`src/design/kpi_pkg.sv`:
```
// kpi_pkg: constants and carrier types for the key wake unit.
// assumes a 32-bit apb slave on pclk and eight pin inputs.
package kpi_pkg;

   // ----------------------------------------------------------------
   // geometry
   // ----------------------------------------------------------------
   localparam int          KPI_PINS   = 8;
   localparam int          KPI_ADDR_W = 12;
   localparam int          KPI_DATA_W = 32;

   // ----------------------------------------------------------------
   // register byte offsets
   // ----------------------------------------------------------------
   localparam logic [11:0] KPI_OFS_STATUS_CONTROL = 12'h000;
   localparam logic [11:0] KPI_OFS_PIN_SELECT     = 12'h004;
   localparam logic [11:0] KPI_OFS_POLARITY       = 12'h008;
   localparam logic [11:0] KPI_OFS_PULL_ENABLE    = 12'h00c;

   // ----------------------------------------------------------------
   // status_control_register field positions
   // ----------------------------------------------------------------
   localparam int          KPI_SC_MODE_BIT  = 0;
   localparam int          KPI_SC_IRQEN_BIT = 1;
   localparam int          KPI_SC_ACK_BIT   = 2;
   localparam int          KPI_SC_FLAG_BIT  = 3;

   // ----------------------------------------------------------------
   // reset values
   // ----------------------------------------------------------------
   localparam logic        KPI_RST_MODE    = 1'b0;
   localparam logic        KPI_RST_IRQEN   = 1'b0;
   localparam logic        KPI_RST_FLAG    = 1'b0;
   localparam logic [7:0]  KPI_RST_PINSEL  = 8'h00;
   localparam logic [7:0]  KPI_RST_POL     = 8'h00;
   localparam logic [7:0]  KPI_RST_PULL    = 8'h00;
   localparam logic [7:0]  KPI_RST_SAMPLE  = 8'h00;

   // ----------------------------------------------------------------
   // timing: flops between a pin and the detector
   // ----------------------------------------------------------------
   localparam int          KPI_SYNC_STAGES = 2;

   // ----------------------------------------------------------------
   // types
   // ----------------------------------------------------------------
   typedef enum logic {
      KPI_EDGE_ONLY  = 1'b0,
      KPI_EDGE_LEVEL = 1'b1
   } kpi_mode_t;

   // configuration handed to the pin detector
   typedef struct packed {
      logic [7:0] pin_select_bit;
      logic [7:0] polarity_bit;
   } kpi_cfg_t;

   // per-pin detector results
   typedef struct packed {
      logic [7:0] edge_hit;
      logic [7:0] level_hit;
   } kpi_pin_evt_t;

endpackage : kpi_pkg

```
`src/design/kpi_pin_detect.sv`:
```
// kpi_pin_detect: per-pin synchroniser, edge and level detection.
// assumes pins are asynchronous to pclk; config comes from pclk logic.
`timescale 1ns/1ps
`default_nettype none

module kpi_pin_detect
   import kpi_pkg::*;
(
   // clock and reset
   input  wire logic         pclk,
   input  wire logic         presetn,
   // raw pins and configuration
   input  wire logic [7:0]   pin_in,
   input  wire kpi_cfg_t     cfg,
   // detector results
   output kpi_pin_evt_t      evt
);

   // per-pin results gather on nets, so each bit has its own driver
   wire logic [KPI_PINS-1:0] edge_w;
   wire logic [KPI_PINS-1:0] level_w;

   // ----------------------------------------------------------------
   // per-pin logic
   // ----------------------------------------------------------------
   genvar i;
   generate
      for (i = 0; i < KPI_PINS; i++)
      begin : g_pin
         logic sync1_r;
         logic sync2_r;
         logic prev_r;
         logic now_asserted;
         logic was_asserted;

         // two-flop synchroniser, then one sample of history;
         // only sync2_r reads sync1_r, so a metastable value never reaches logic
         always_ff @(posedge pclk or negedge presetn)
         begin
            if (!presetn)
            begin
               sync1_r <= KPI_RST_SAMPLE[i];
               sync2_r <= KPI_RST_SAMPLE[i];
               prev_r  <= KPI_RST_SAMPLE[i];
            end
            else
            begin
               sync1_r <= pin_in[i];
               sync2_r <= sync1_r;
               prev_r  <= sync2_r;
            end
         end

         // polarity 1 means high is asserted, 0 means low is asserted
         assign now_asserted = sync2_r ~^ cfg.polarity_bit[i];
         assign was_asserted = prev_r ~^ cfg.polarity_bit[i];

         // edge needs the previous sample at the deasserted level
         assign edge_w[i]  = cfg.pin_select_bit[i] & now_asserted
                             & ~was_asserted;
         assign level_w[i] = cfg.pin_select_bit[i] & now_asserted;
      end
   endgenerate

   // one driver for the whole result struct
   assign evt = '{edge_hit: edge_w, level_hit: level_w};

endmodule : kpi_pin_detect

`default_nettype wire

```
`src/design/kpi_key_wake_unit.sv`:
```
// kpi_key_wake_unit: key wake unit with apb register access.
// assumes a single pclk domain; pins arrive asynchronously.
//
// Chosen here: the APB interface to the registers and the register addresses.
`timescale 1ns/1ps
`default_nettype none

module kpi_key_wake_unit
   import kpi_pkg::*;
(
   // clock and reset
   input  wire logic                  pclk,
   input  wire logic                  presetn,
   // apb slave
   input  wire logic                  psel,
   input  wire logic                  penable,
   input  wire logic                  pwrite,
   input  wire logic [KPI_ADDR_W-1:0] paddr,
   input  wire logic [KPI_DATA_W-1:0] pwdata,
   output logic      [KPI_DATA_W-1:0] prdata,
   output logic                       pready,
   output logic                       pslverr,
   // keyboard pins
   input  wire logic [KPI_PINS-1:0]   key_pin_in,
   // pull resistor control toward the port pads
   output logic      [KPI_PINS-1:0]   pull_enable_out,
   output logic      [KPI_PINS-1:0]   pull_down_sel,
   // interrupt request to the processor
   output logic                       irq_request
);

   // ----------------------------------------------------------------
   // declarations
   // ----------------------------------------------------------------
   kpi_mode_t    detect_mode_sel_r;
   logic         irq_request_enable_r;
   logic         pin_event_flag_r;
   logic [7:0]   pin_select_register_r;
   logic [7:0]   polarity_register_r;
   logic [7:0]   pull_enable_r;
   logic [31:0]  prdata_r;

   kpi_cfg_t     det_cfg;
   kpi_pin_evt_t det_evt;

   logic         setup_phase;
   logic         access_phase;
   logic         wr_strobe;
   logic         addr_hit;
   logic         hit_sc;
   logic         hit_pe;
   logic         hit_pol;
   logic         hit_pull;
   logic         ack_write;
   logic         edge_any;
   logic         level_any;
   logic         set_event;
   logic         pin_event_flag_nxt;
   logic [31:0]  read_word_nxt;

   // ----------------------------------------------------------------
   // apb decode
   // ----------------------------------------------------------------

   // the slave never waits, so a transfer always ends one access cycle in
   assign setup_phase  = psel & ~penable;
   assign access_phase = psel & penable;
   assign hit_sc       = (paddr == KPI_OFS_STATUS_CONTROL);
   assign hit_pe       = (paddr == KPI_OFS_PIN_SELECT);
   assign hit_pol      = (paddr == KPI_OFS_POLARITY);
   assign hit_pull     = (paddr == KPI_OFS_PULL_ENABLE);
   assign addr_hit     = hit_sc | hit_pe | hit_pol | hit_pull;
   assign wr_strobe    = access_phase & pwrite & addr_hit;

   // handshake is combinational; unmapped addresses answer with an error
   assign pready  = 1'b1;
   assign pslverr = access_phase & ~addr_hit;

   // ----------------------------------------------------------------
   // configuration registers
   // ----------------------------------------------------------------

   // mode and interrupt enable live in the status/control word
   always_ff @(posedge pclk or negedge presetn)
   begin
      if (!presetn)
      begin
         detect_mode_sel_r    <= kpi_mode_t'(KPI_RST_MODE);
         irq_request_enable_r <= KPI_RST_IRQEN;
      end
      else if (wr_strobe && hit_sc)
      begin
         detect_mode_sel_r    <= kpi_mode_t'(pwdata[KPI_SC_MODE_BIT]);
         irq_request_enable_r <= pwdata[KPI_SC_IRQEN_BIT];
      end
   end

   // one select bit per pin
   always_ff @(posedge pclk or negedge presetn)
   begin
      if (!presetn)
      begin
         pin_select_register_r <= KPI_RST_PINSEL;
      end
      else if (wr_strobe && hit_pe)
      begin
         pin_select_register_r <= pwdata[7:0];
      end
   end

   // one polarity bit per pin, also picks the pull direction
   always_ff @(posedge pclk or negedge presetn)
   begin
      if (!presetn)
      begin
         polarity_register_r <= KPI_RST_POL;
      end
      else if (wr_strobe && hit_pol)
      begin
         polarity_register_r <= pwdata[7:0];
      end
   end

   // pull enables sit here so the block can steer its own pads
   always_ff @(posedge pclk or negedge presetn)
   begin
      if (!presetn)
      begin
         pull_enable_r <= KPI_RST_PULL;
      end
      else if (wr_strobe && hit_pull)
      begin
         pull_enable_r <= pwdata[7:0];
      end
   end

   // pull direction follows polarity: 0 pull-up, 1 pull-down
   assign pull_enable_out = pull_enable_r;
   assign pull_down_sel   = pull_enable_r & polarity_register_r;

   // ----------------------------------------------------------------
   // pin detection
   // ----------------------------------------------------------------
   assign det_cfg = '{pin_select_bit: pin_select_register_r, polarity_bit: polarity_register_r};

   kpi_pin_detect i_kpi_pin_detect (
      .pclk    (pclk),
      .presetn (presetn),
      .pin_in  (key_pin_in),
      .cfg     (det_cfg),
      .evt     (det_evt)
   );

   // all eight pins fold into one event source
   assign edge_any  = |det_evt.edge_hit;
   assign level_any = |det_evt.level_hit;

   // level only counts in edge-and-level mode
   assign set_event = edge_any
                    | ((detect_mode_sel_r == KPI_EDGE_LEVEL) & level_any);

   // ----------------------------------------------------------------
   // event flag
   // ----------------------------------------------------------------

   // a write with the ack bit set is the only clearing path
   assign ack_write = wr_strobe & hit_sc & pwdata[KPI_SC_ACK_BIT];

   // set wins over clear; in level mode a held level also re-sets the
   // flag, which is what keeps an ack from clearing an asserted pin.
   // the first enable of a pin may set it falsely; software acks it.
   always_comb
   begin
      pin_event_flag_nxt = pin_event_flag_r;
      if (ack_write)
      begin
         pin_event_flag_nxt = 1'b0;
      end
      if (set_event)
      begin
         pin_event_flag_nxt = 1'b1;
      end
   end

   // pwdata at the flag position is never looked at
   always_ff @(posedge pclk or negedge presetn)
   begin
      if (!presetn)
      begin
         pin_event_flag_r <= KPI_RST_FLAG;
      end
      else
      begin
         pin_event_flag_r <= pin_event_flag_nxt;
      end
   end

   // request is a plain level while flag and enable are both set
   assign irq_request = pin_event_flag_r & irq_request_enable_r;

   // ----------------------------------------------------------------
   // read path
   // ----------------------------------------------------------------

   // read word chosen during setup; the flag seen is the setup-cycle one
   always_comb
   begin
      read_word_nxt = 32'h0000_0000;
      if (hit_sc)
      begin
         read_word_nxt[KPI_SC_MODE_BIT]  = detect_mode_sel_r;
         read_word_nxt[KPI_SC_IRQEN_BIT] = irq_request_enable_r;
         read_word_nxt[KPI_SC_ACK_BIT]   = 1'b0;
         read_word_nxt[KPI_SC_FLAG_BIT]  = pin_event_flag_r;
      end
      else if (hit_pe)
      begin
         read_word_nxt[7:0] = pin_select_register_r;
      end
      else if (hit_pol)
      begin
         read_word_nxt[7:0] = polarity_register_r;
      end
      else if (hit_pull)
      begin
         read_word_nxt[7:0] = pull_enable_r;
      end
   end

   // capture in setup so prdata comes from a flop in the access cycle
   always_ff @(posedge pclk or negedge presetn)
   begin
      if (!presetn)
      begin
         prdata_r <= 32'h0000_0000;
      end
      else if (setup_phase && !pwrite)
      begin
         prdata_r <= read_word_nxt;
      end
   end

   assign prdata = prdata_r;
endmodule : kpi_key_wake_unit

`default_nettype wire

```
`config.mk`:
```
export PLATFORM = sky130hd
export DESIGN_NAME = kpi_key_wake_unit
export DESIGN_NICKNAME = d
export VERILOG_FILES = /design/src/design/kpi_pkg.sv /design/src/design/kpi_pin_detect.sv /design/src/design/kpi_key_wake_unit.sv
export SDC_FILE = /design/constraint.sdc
export NUM_CORES = 1
export LEC_CHECK = 0
export BUFFER_PORTS_ARGS = -buffer_cell sky130_fd_sc_hd__clkbuf_2
export CAP_MARGIN = 20
export CORE_MARGIN = 1
export CORE_UTILIZATION = 49
export CTS_BUF_LIST = sky130_fd_sc_hd__clkbuf_4 sky130_fd_sc_hd__clkbuf_8 sky130_fd_sc_hd__clkbuf_16
export CTS_CLUSTER_SIZE = 28
export DETAILED_ROUTE_END_ITERATION = 10
export PLACE_DENSITY = 0.83
export REMOVE_ABC_BUFFERS = 1
export SLEW_MARGIN = 20
export SYNTH_ARGS = -nofsm -noshare
export SYNTH_HDL_FRONTEND = slang
export SYNTH_SLANG_ARGS = --single-unit
export TNS_END_PERCENT = 50
```
`constraint.sdc`:
```
create_clock -name pclk -period 2.4 [get_ports pclk]
set_input_delay 0.36 -clock pclk [delete_from_list [all_inputs] [get_ports pclk]]
set_output_delay 0.36 -clock pclk [all_outputs]
set_load 0.05 [all_outputs]
```
# Yosys cells after proc, flatten, opt, wreduce, memory -nomap -nowiden

Index checks and enable logic that the tools add are counted.

Equality and inequality tests: 3
Muxes and demuxes: 7
Bitwise operators: 56
Reduce and logical (&&, ||, !) cells: 10

Operator list:

| cell                                            | number |
|---|---|
| bitwise AND 1 bit                               | 25 |
| == test 12 x 4 -> 1 bit (second input constant) | 2 |
| 2-to-1 mux 8 bit                                | 3 |
| OR reduction 8 bit                              | 2 |
| XNOR 1 bit                                      | 16 |
| == test 12 x 3 -> 1 bit (second input constant) | 1 |
| zero test 12 bit                                | 1 |
| NOT 1 bit                                       | 10 |
| bitwise AND 8 bit                               | 1 |
| 2-to-1 mux 4 bit                                | 2 |
| logical AND 1 bit                               | 5 |
| OR 1 bit                                        | 4 |
| 2-to-1 mux 1 bit                                | 2 |
| nonzero test 2 bit                              | 1 |
| zero test 1 bit                                 | 1 |

Bits in registers: 59
Input port bits: 57
Output and inout port bits: 51

# Logic depth before layout (Yosys ltp)

Word-level depth: 9
Mapped depth: 5
Mapped depth without buffers: 4

# Modules after synthesis

From an unflattened synthesis, not the netlist that was laid out.

Cell total of the unflattened synthesis: 223
Area, all modules: 2815.2 µm²

By module, submodules not included:

| module            | times used | cells each | area an instance (µm²) | seq. area each (µm²) |
|---|---|---|---|---|
| kpi_key_wake_unit | 1          | 159        | 1930.6                 | 875.8 |
| kpi_pin_detect    | 1          | 64         | 884.6                  | 600.6 |

# Worst setup path after synthesis

OpenSTA, ideal clock, no wires.

Path kind: input port to flip-flop
Start: in paddr[5]
End: reg pull_enable_r[0] (netlist: pull_enable_out[0])
Library setup time: 0.125 ns
Arrival: 2.121 ns
Data required time: 2.275 ns
Setup slack: 0.154 ns
Stages on the path: 5
Path buffers: 1
Cells stage by stage: or4_4 -> nor4_2 -> and3_1 -> buf_2 -> mux2_2

Cells in the longest elaborated chain, start to end: 6
Elaborated cells on any way between the ends: 9
Classes of those cells: eq/ne (3); bitwise (4); reduce/logical (2)

RTL lines:

| item                                                        | RTL line                                         | source |
|---|---|---|
| start: declaration                                          | kpi_key_wake_unit.sv:18                          | `input wire logic [KPI_ADDR_W-1:0] paddr,` |
| == test 12 x 3 -> 1 bit or zero test 12 bit (tied branches) | kpi_key_wake_unit.sv:69, kpi_key_wake_unit.sv:68 |  |
| OR 1 bit (3 in a row)                                       | kpi_key_wake_unit.sv:72                          | `assign addr_hit = hit_sc \| hit_pe \| hit_pol \| hit_pull;` |
| bitwise AND 1 bit                                           | kpi_key_wake_unit.sv:73                          | `assign wr_strobe = access_phase & pwrite & addr_hit;` |
| logical AND 1 bit *                                         | kpi_key_wake_unit.sv:131                         | `else if (wr_strobe && hit_pull)` |
| end signal: assignment                                      | kpi_key_wake_unit.sv:133                         | `pull_enable_r <= pwdata[7:0];` |
| end: declaration                                            | kpi_key_wake_unit.sv:40                          | `logic [7:0] pull_enable_r;` |

Every way passes the cells marked *; elsewhere a longest branch is shown, timed or not.
A chain may end at the register's enable or synchronous reset.

# Worst setup path after layout

Start: in paddr[5]
End: out pslverr

Cells in the longest elaborated chain, start to end: 6
Elaborated cells on any way between the ends: 9
Classes of those cells: eq/ne (3); bitwise (5); reduce/logical (1)

RTL lines:

| item                                                        | RTL line                                         | source |
|---|---|---|
| == test 12 x 3 -> 1 bit or zero test 12 bit (tied branches) | kpi_key_wake_unit.sv:69, kpi_key_wake_unit.sv:68 |  |
| OR 1 bit (2 in a row)                                       | kpi_key_wake_unit.sv:72                          |  |
| OR 1 bit *                                                  | kpi_key_wake_unit.sv:72                          |  |
| NOT 1 bit *                                                 | kpi_key_wake_unit.sv:77                          | `assign pslverr = access_phase & ~addr_hit;` |
| bitwise AND 1 bit *                                         | kpi_key_wake_unit.sv:77                          |  |
| end: declaration                                            | kpi_key_wake_unit.sv:22                          | `output logic pslverr,` |

Marked as above.

==> impl_metrics.toml <==
[floorplanning]
rows = 26
start_util_pct = 52.5
fp.coreArea_um2 = 5270
pin_count = 108
die_y_um = 77.1
die_w_um = 77.1
dieArea_um2 = 5950

[setup_path]
rr_endpoint = "pin_event_flag_r"
worst_r2r_startpoint = "polarity_register_r[0]"
critPathMaxFanout = 6
crit_arrival_ps = 1970
regToRegSetupSlack_ps = 680
startpoint = "paddr[5]"
critical_path_class = "primary input to output port"
endpoint_kind = "output port"
crit_required_ps = 2040
reg2reg_depth = 4
start_kind = "primary input"
crit_path_end = "pslverr"

[place]
post-place-ws_ps = -6.22
dpl.cell_count = 350
gp_congestion = 0.753
portBuffers = 58
hpwl_um = 4030

[power_and_ir_drop]
p_leak_nw = 1.71
p_sw_uw = 512
p_per_area_nw_per_um2 = 651
seq_power_share_pct = 47.5
vdd_drop_max_mv = 0.613
intPower_mw = 1.66
combPwrFrac_pct = 8.5
clkPwrFrac_pct = 44.0
switching_share_pct = 23.5

[sta]
hold_viol = 0
period_share_pct = 97.1
finalCriticalPeriod_ps = 2330
grt_setup_unrepaired = "false"
worst_hold_slack_ps = 85.7
fmax_ghz = 0.429
fin_skew_ps = 7.59
slew_viol_final = 0
setup_viol = 0
tightest_slew_ps = 747
relSlewSlack_pct = 50.2
setup_ws_ps = 69.2

[route]
first_pass_iters = 4
drt_iter0_drc = 133
drc = 0
ant_nets = 0
dr_total_vias = 1939
drt-total-wl_um = 5490
drt-vias-per-instance = 5.30
wl_per_cell_um = 15.0

[finish]
final_cell_mix = "dfrtp_1 (59), clkbuf_2 (58), mux2_2 (28)"
final_common_cell = "dfrtp_1"
regArea_um2 = 1480
fin_nets = 348
area_growth_pct = 20.7
multi_input_area_um2 = 1140
instances_no_fill = 366
insertedDiodeCount = 0
fillers = 411
drive_gt1_share_pct = 40.9

[synth]
syn_area_per_cell_um2 = 12.6
synth_edf_count = 0
ys_seq_area_share_pct = 53.4
syn_area_um2 = 2770
ys_seq_elements = 59
netlist_instances = 219
yosysWarnings = 0
ys_types = 36
ys.flop_type = "dfrtp_1"
async_flop_share_pct = 100

[global_route]
gr-total-overflow = 0
grt_pass1_vias = 1803
grt_pass1_wl_um = 9110
track_usage_pct = 20.6
grt_max_degree = 32
antenna_found_initial = 0

[clock_tree]
clockBufferDepth = 2
hold_buffers = 0
cts_setup_buffers = 0
cts_max_level = 3
clock-sinks = 59
clock-root-buffer = "clkbuf_8"
clock_latency_ps = 330
cts_tree = "built"
cts_buffers = 9
cts.clk_slew.worst_paths_ps = 60
cts_resized = 0

[run_status]
status = "finished clean"

[min_path]
hold_path_class = "primary input to asynchronous set/reset pin"

[flow_run]
maxCapViolCount = 0
==> synth_stat cells (2+ instances only) <==
| master | instances | area, µm² |
|---|---|---|
| nor2_1 | 2 | 7.51 |
| mux2i_1 | 4 | 40.0 |
| conb_1 | 2 | 7.51 |
| nor4_2 | 2 | 25.0 |
| a41oi_1 | 3 | 26.3 |
| a22oi_1 | 11 | 82.6 |
| dfrtp_1 | 59 | 1480 |
| nor3b_1 | 4 | 30.0 |
| and3_1 | 3 | 18.8 |
| nand4_1 | 2 | 12.5 |
| a31oi_1 | 2 | 12.5 |
| and3b_1 | 4 | 35.0 |
| nor4bb_1 | 2 | 20.0 |
| nand2b_1 | 3 | 18.8 |
| and4b_1 | 2 | 20.0 |
| inv_1 | 6 | 22.5 |
| nand2_1 | 6 | 22.5 |
| mux2_2 | 28 | 315 |
| xnor2_1 | 8 | 70.1 |
| mux2_1 | 5 | 56.3 |
| buf_2 | 3 | 15.0 |
| or3_1 | 2 | 12.5 |
| o21ai_0 | 10 | 50.1 |
| buf_4 | 25 | 188 |
| and2_1 | 10 | 62.6 |
==> stage by stage <==
| stage | utilization [%] | cell area [µm²] | total power, mW | TNS, ps |
|---|---|---|---|---|
| final | 63.3 | 3340 | 2.17 | 0 |
| after global routing | 63.3 | 3340 | 2.27 | 0 |
| after CTS | 63.3 | 3340 | 2.20 | 0 |
| after detailed placement | 59.2 | 3120 | 1.24 | -6.22 |
| after global placement | 59.2 | 3120 | 1.23 | 0 |
| after floorplan | - | 2640 | 1.17 | 0 |
==> worst max-delay path: stages <==
cell and delay, ps:
clkbuf_2 80, or4_4 520, or3_1 540, and3_1 240
clkbuf_2 230
==> state kept, by name (all words and copies together) (netlist names) <==
| name | count |
|---|---|
| irq_request_enable_r | 1 |
| i_kpi_pin_detect.g_pin.sync1_r | 8 |
| polarity_register_r | 8 |
| i_kpi_pin_detect.g_pin.sync2_r | 8 |
| pin_select_register_r | 8 |
| prdata | 8 |
| i_kpi_pin_detect.g_pin.prev_r | 8 |
| detect_mode_sel_r | 1 |
| pull_enable_out | 8 |
| pin_event_flag_r | 1 |
==> worst min-delay path by stage <==
stage                                                   end  cells past startpoint  slack, ps
after CTS                 i_kpi_pin_detect.g_pin[3].sync1_r                      1        110
after global placement    i_kpi_pin_detect.g_pin[4].sync2_r                      0        330
after floorplan                           detect_mode_sel_r                      0         60
after global routing      i_kpi_pin_detect.g_pin[7].sync1_r                      1        110
after detailed placement  i_kpi_pin_detect.g_pin[5].sync2_r                      0        340
final                     i_kpi_pin_detect.g_pin[3].sync1_r                      1         90
==> power by group through the flow <==
stage | Combinational, mW | Clock, mW | Sequential (mW)
after global routing | 0.198 | 1.03 | 1.03
final | 0.185 | 0.956 | 1.03
after global placement | 0.183 | 0 | 1.05
after CTS | 0.186 | 0.976 | 1.03
after detailed placement | 0.186 | 0 | 1.05
after floorplan | 0.117 | 0 | 1.05
==> logic make-up after synthesis <==
group,Yosys count,share of synthesized area [%]
buf+inv,36,8.41
flops,59,53.4
simple gates,48,12.5
compound gates,28,7.24
mux,38,15.7
xor+xnor,8,2.53
other cells,2,0.271
==> layer usage <==
metal / wire [µm] / track usage (%) / vias to the layer above
met3: 391 / 5.48 / 17
met1: 2410 / 27.5 / 949
li1: - / - / 882
met4: 191 / 12.6 / 0
met5: 0 / 0 / -
met2: 2500 / 29.7 / 91
==> cell type report <==
| cell class | instances | area share (%) |
|---|---|---|
| timing repair buffer | 68 | 11.7 |
| multi-input combinational | 147 | 34.3 |
| sequential | 59 | 44.2 |
| clock buffer | 15 | 5.62 |
| inverter | 6 | 0.675 |
| tap | 70 | 2.62 |
| clock inverter | 1 | 0.900 |
Power figures use the tool's default switching activity.
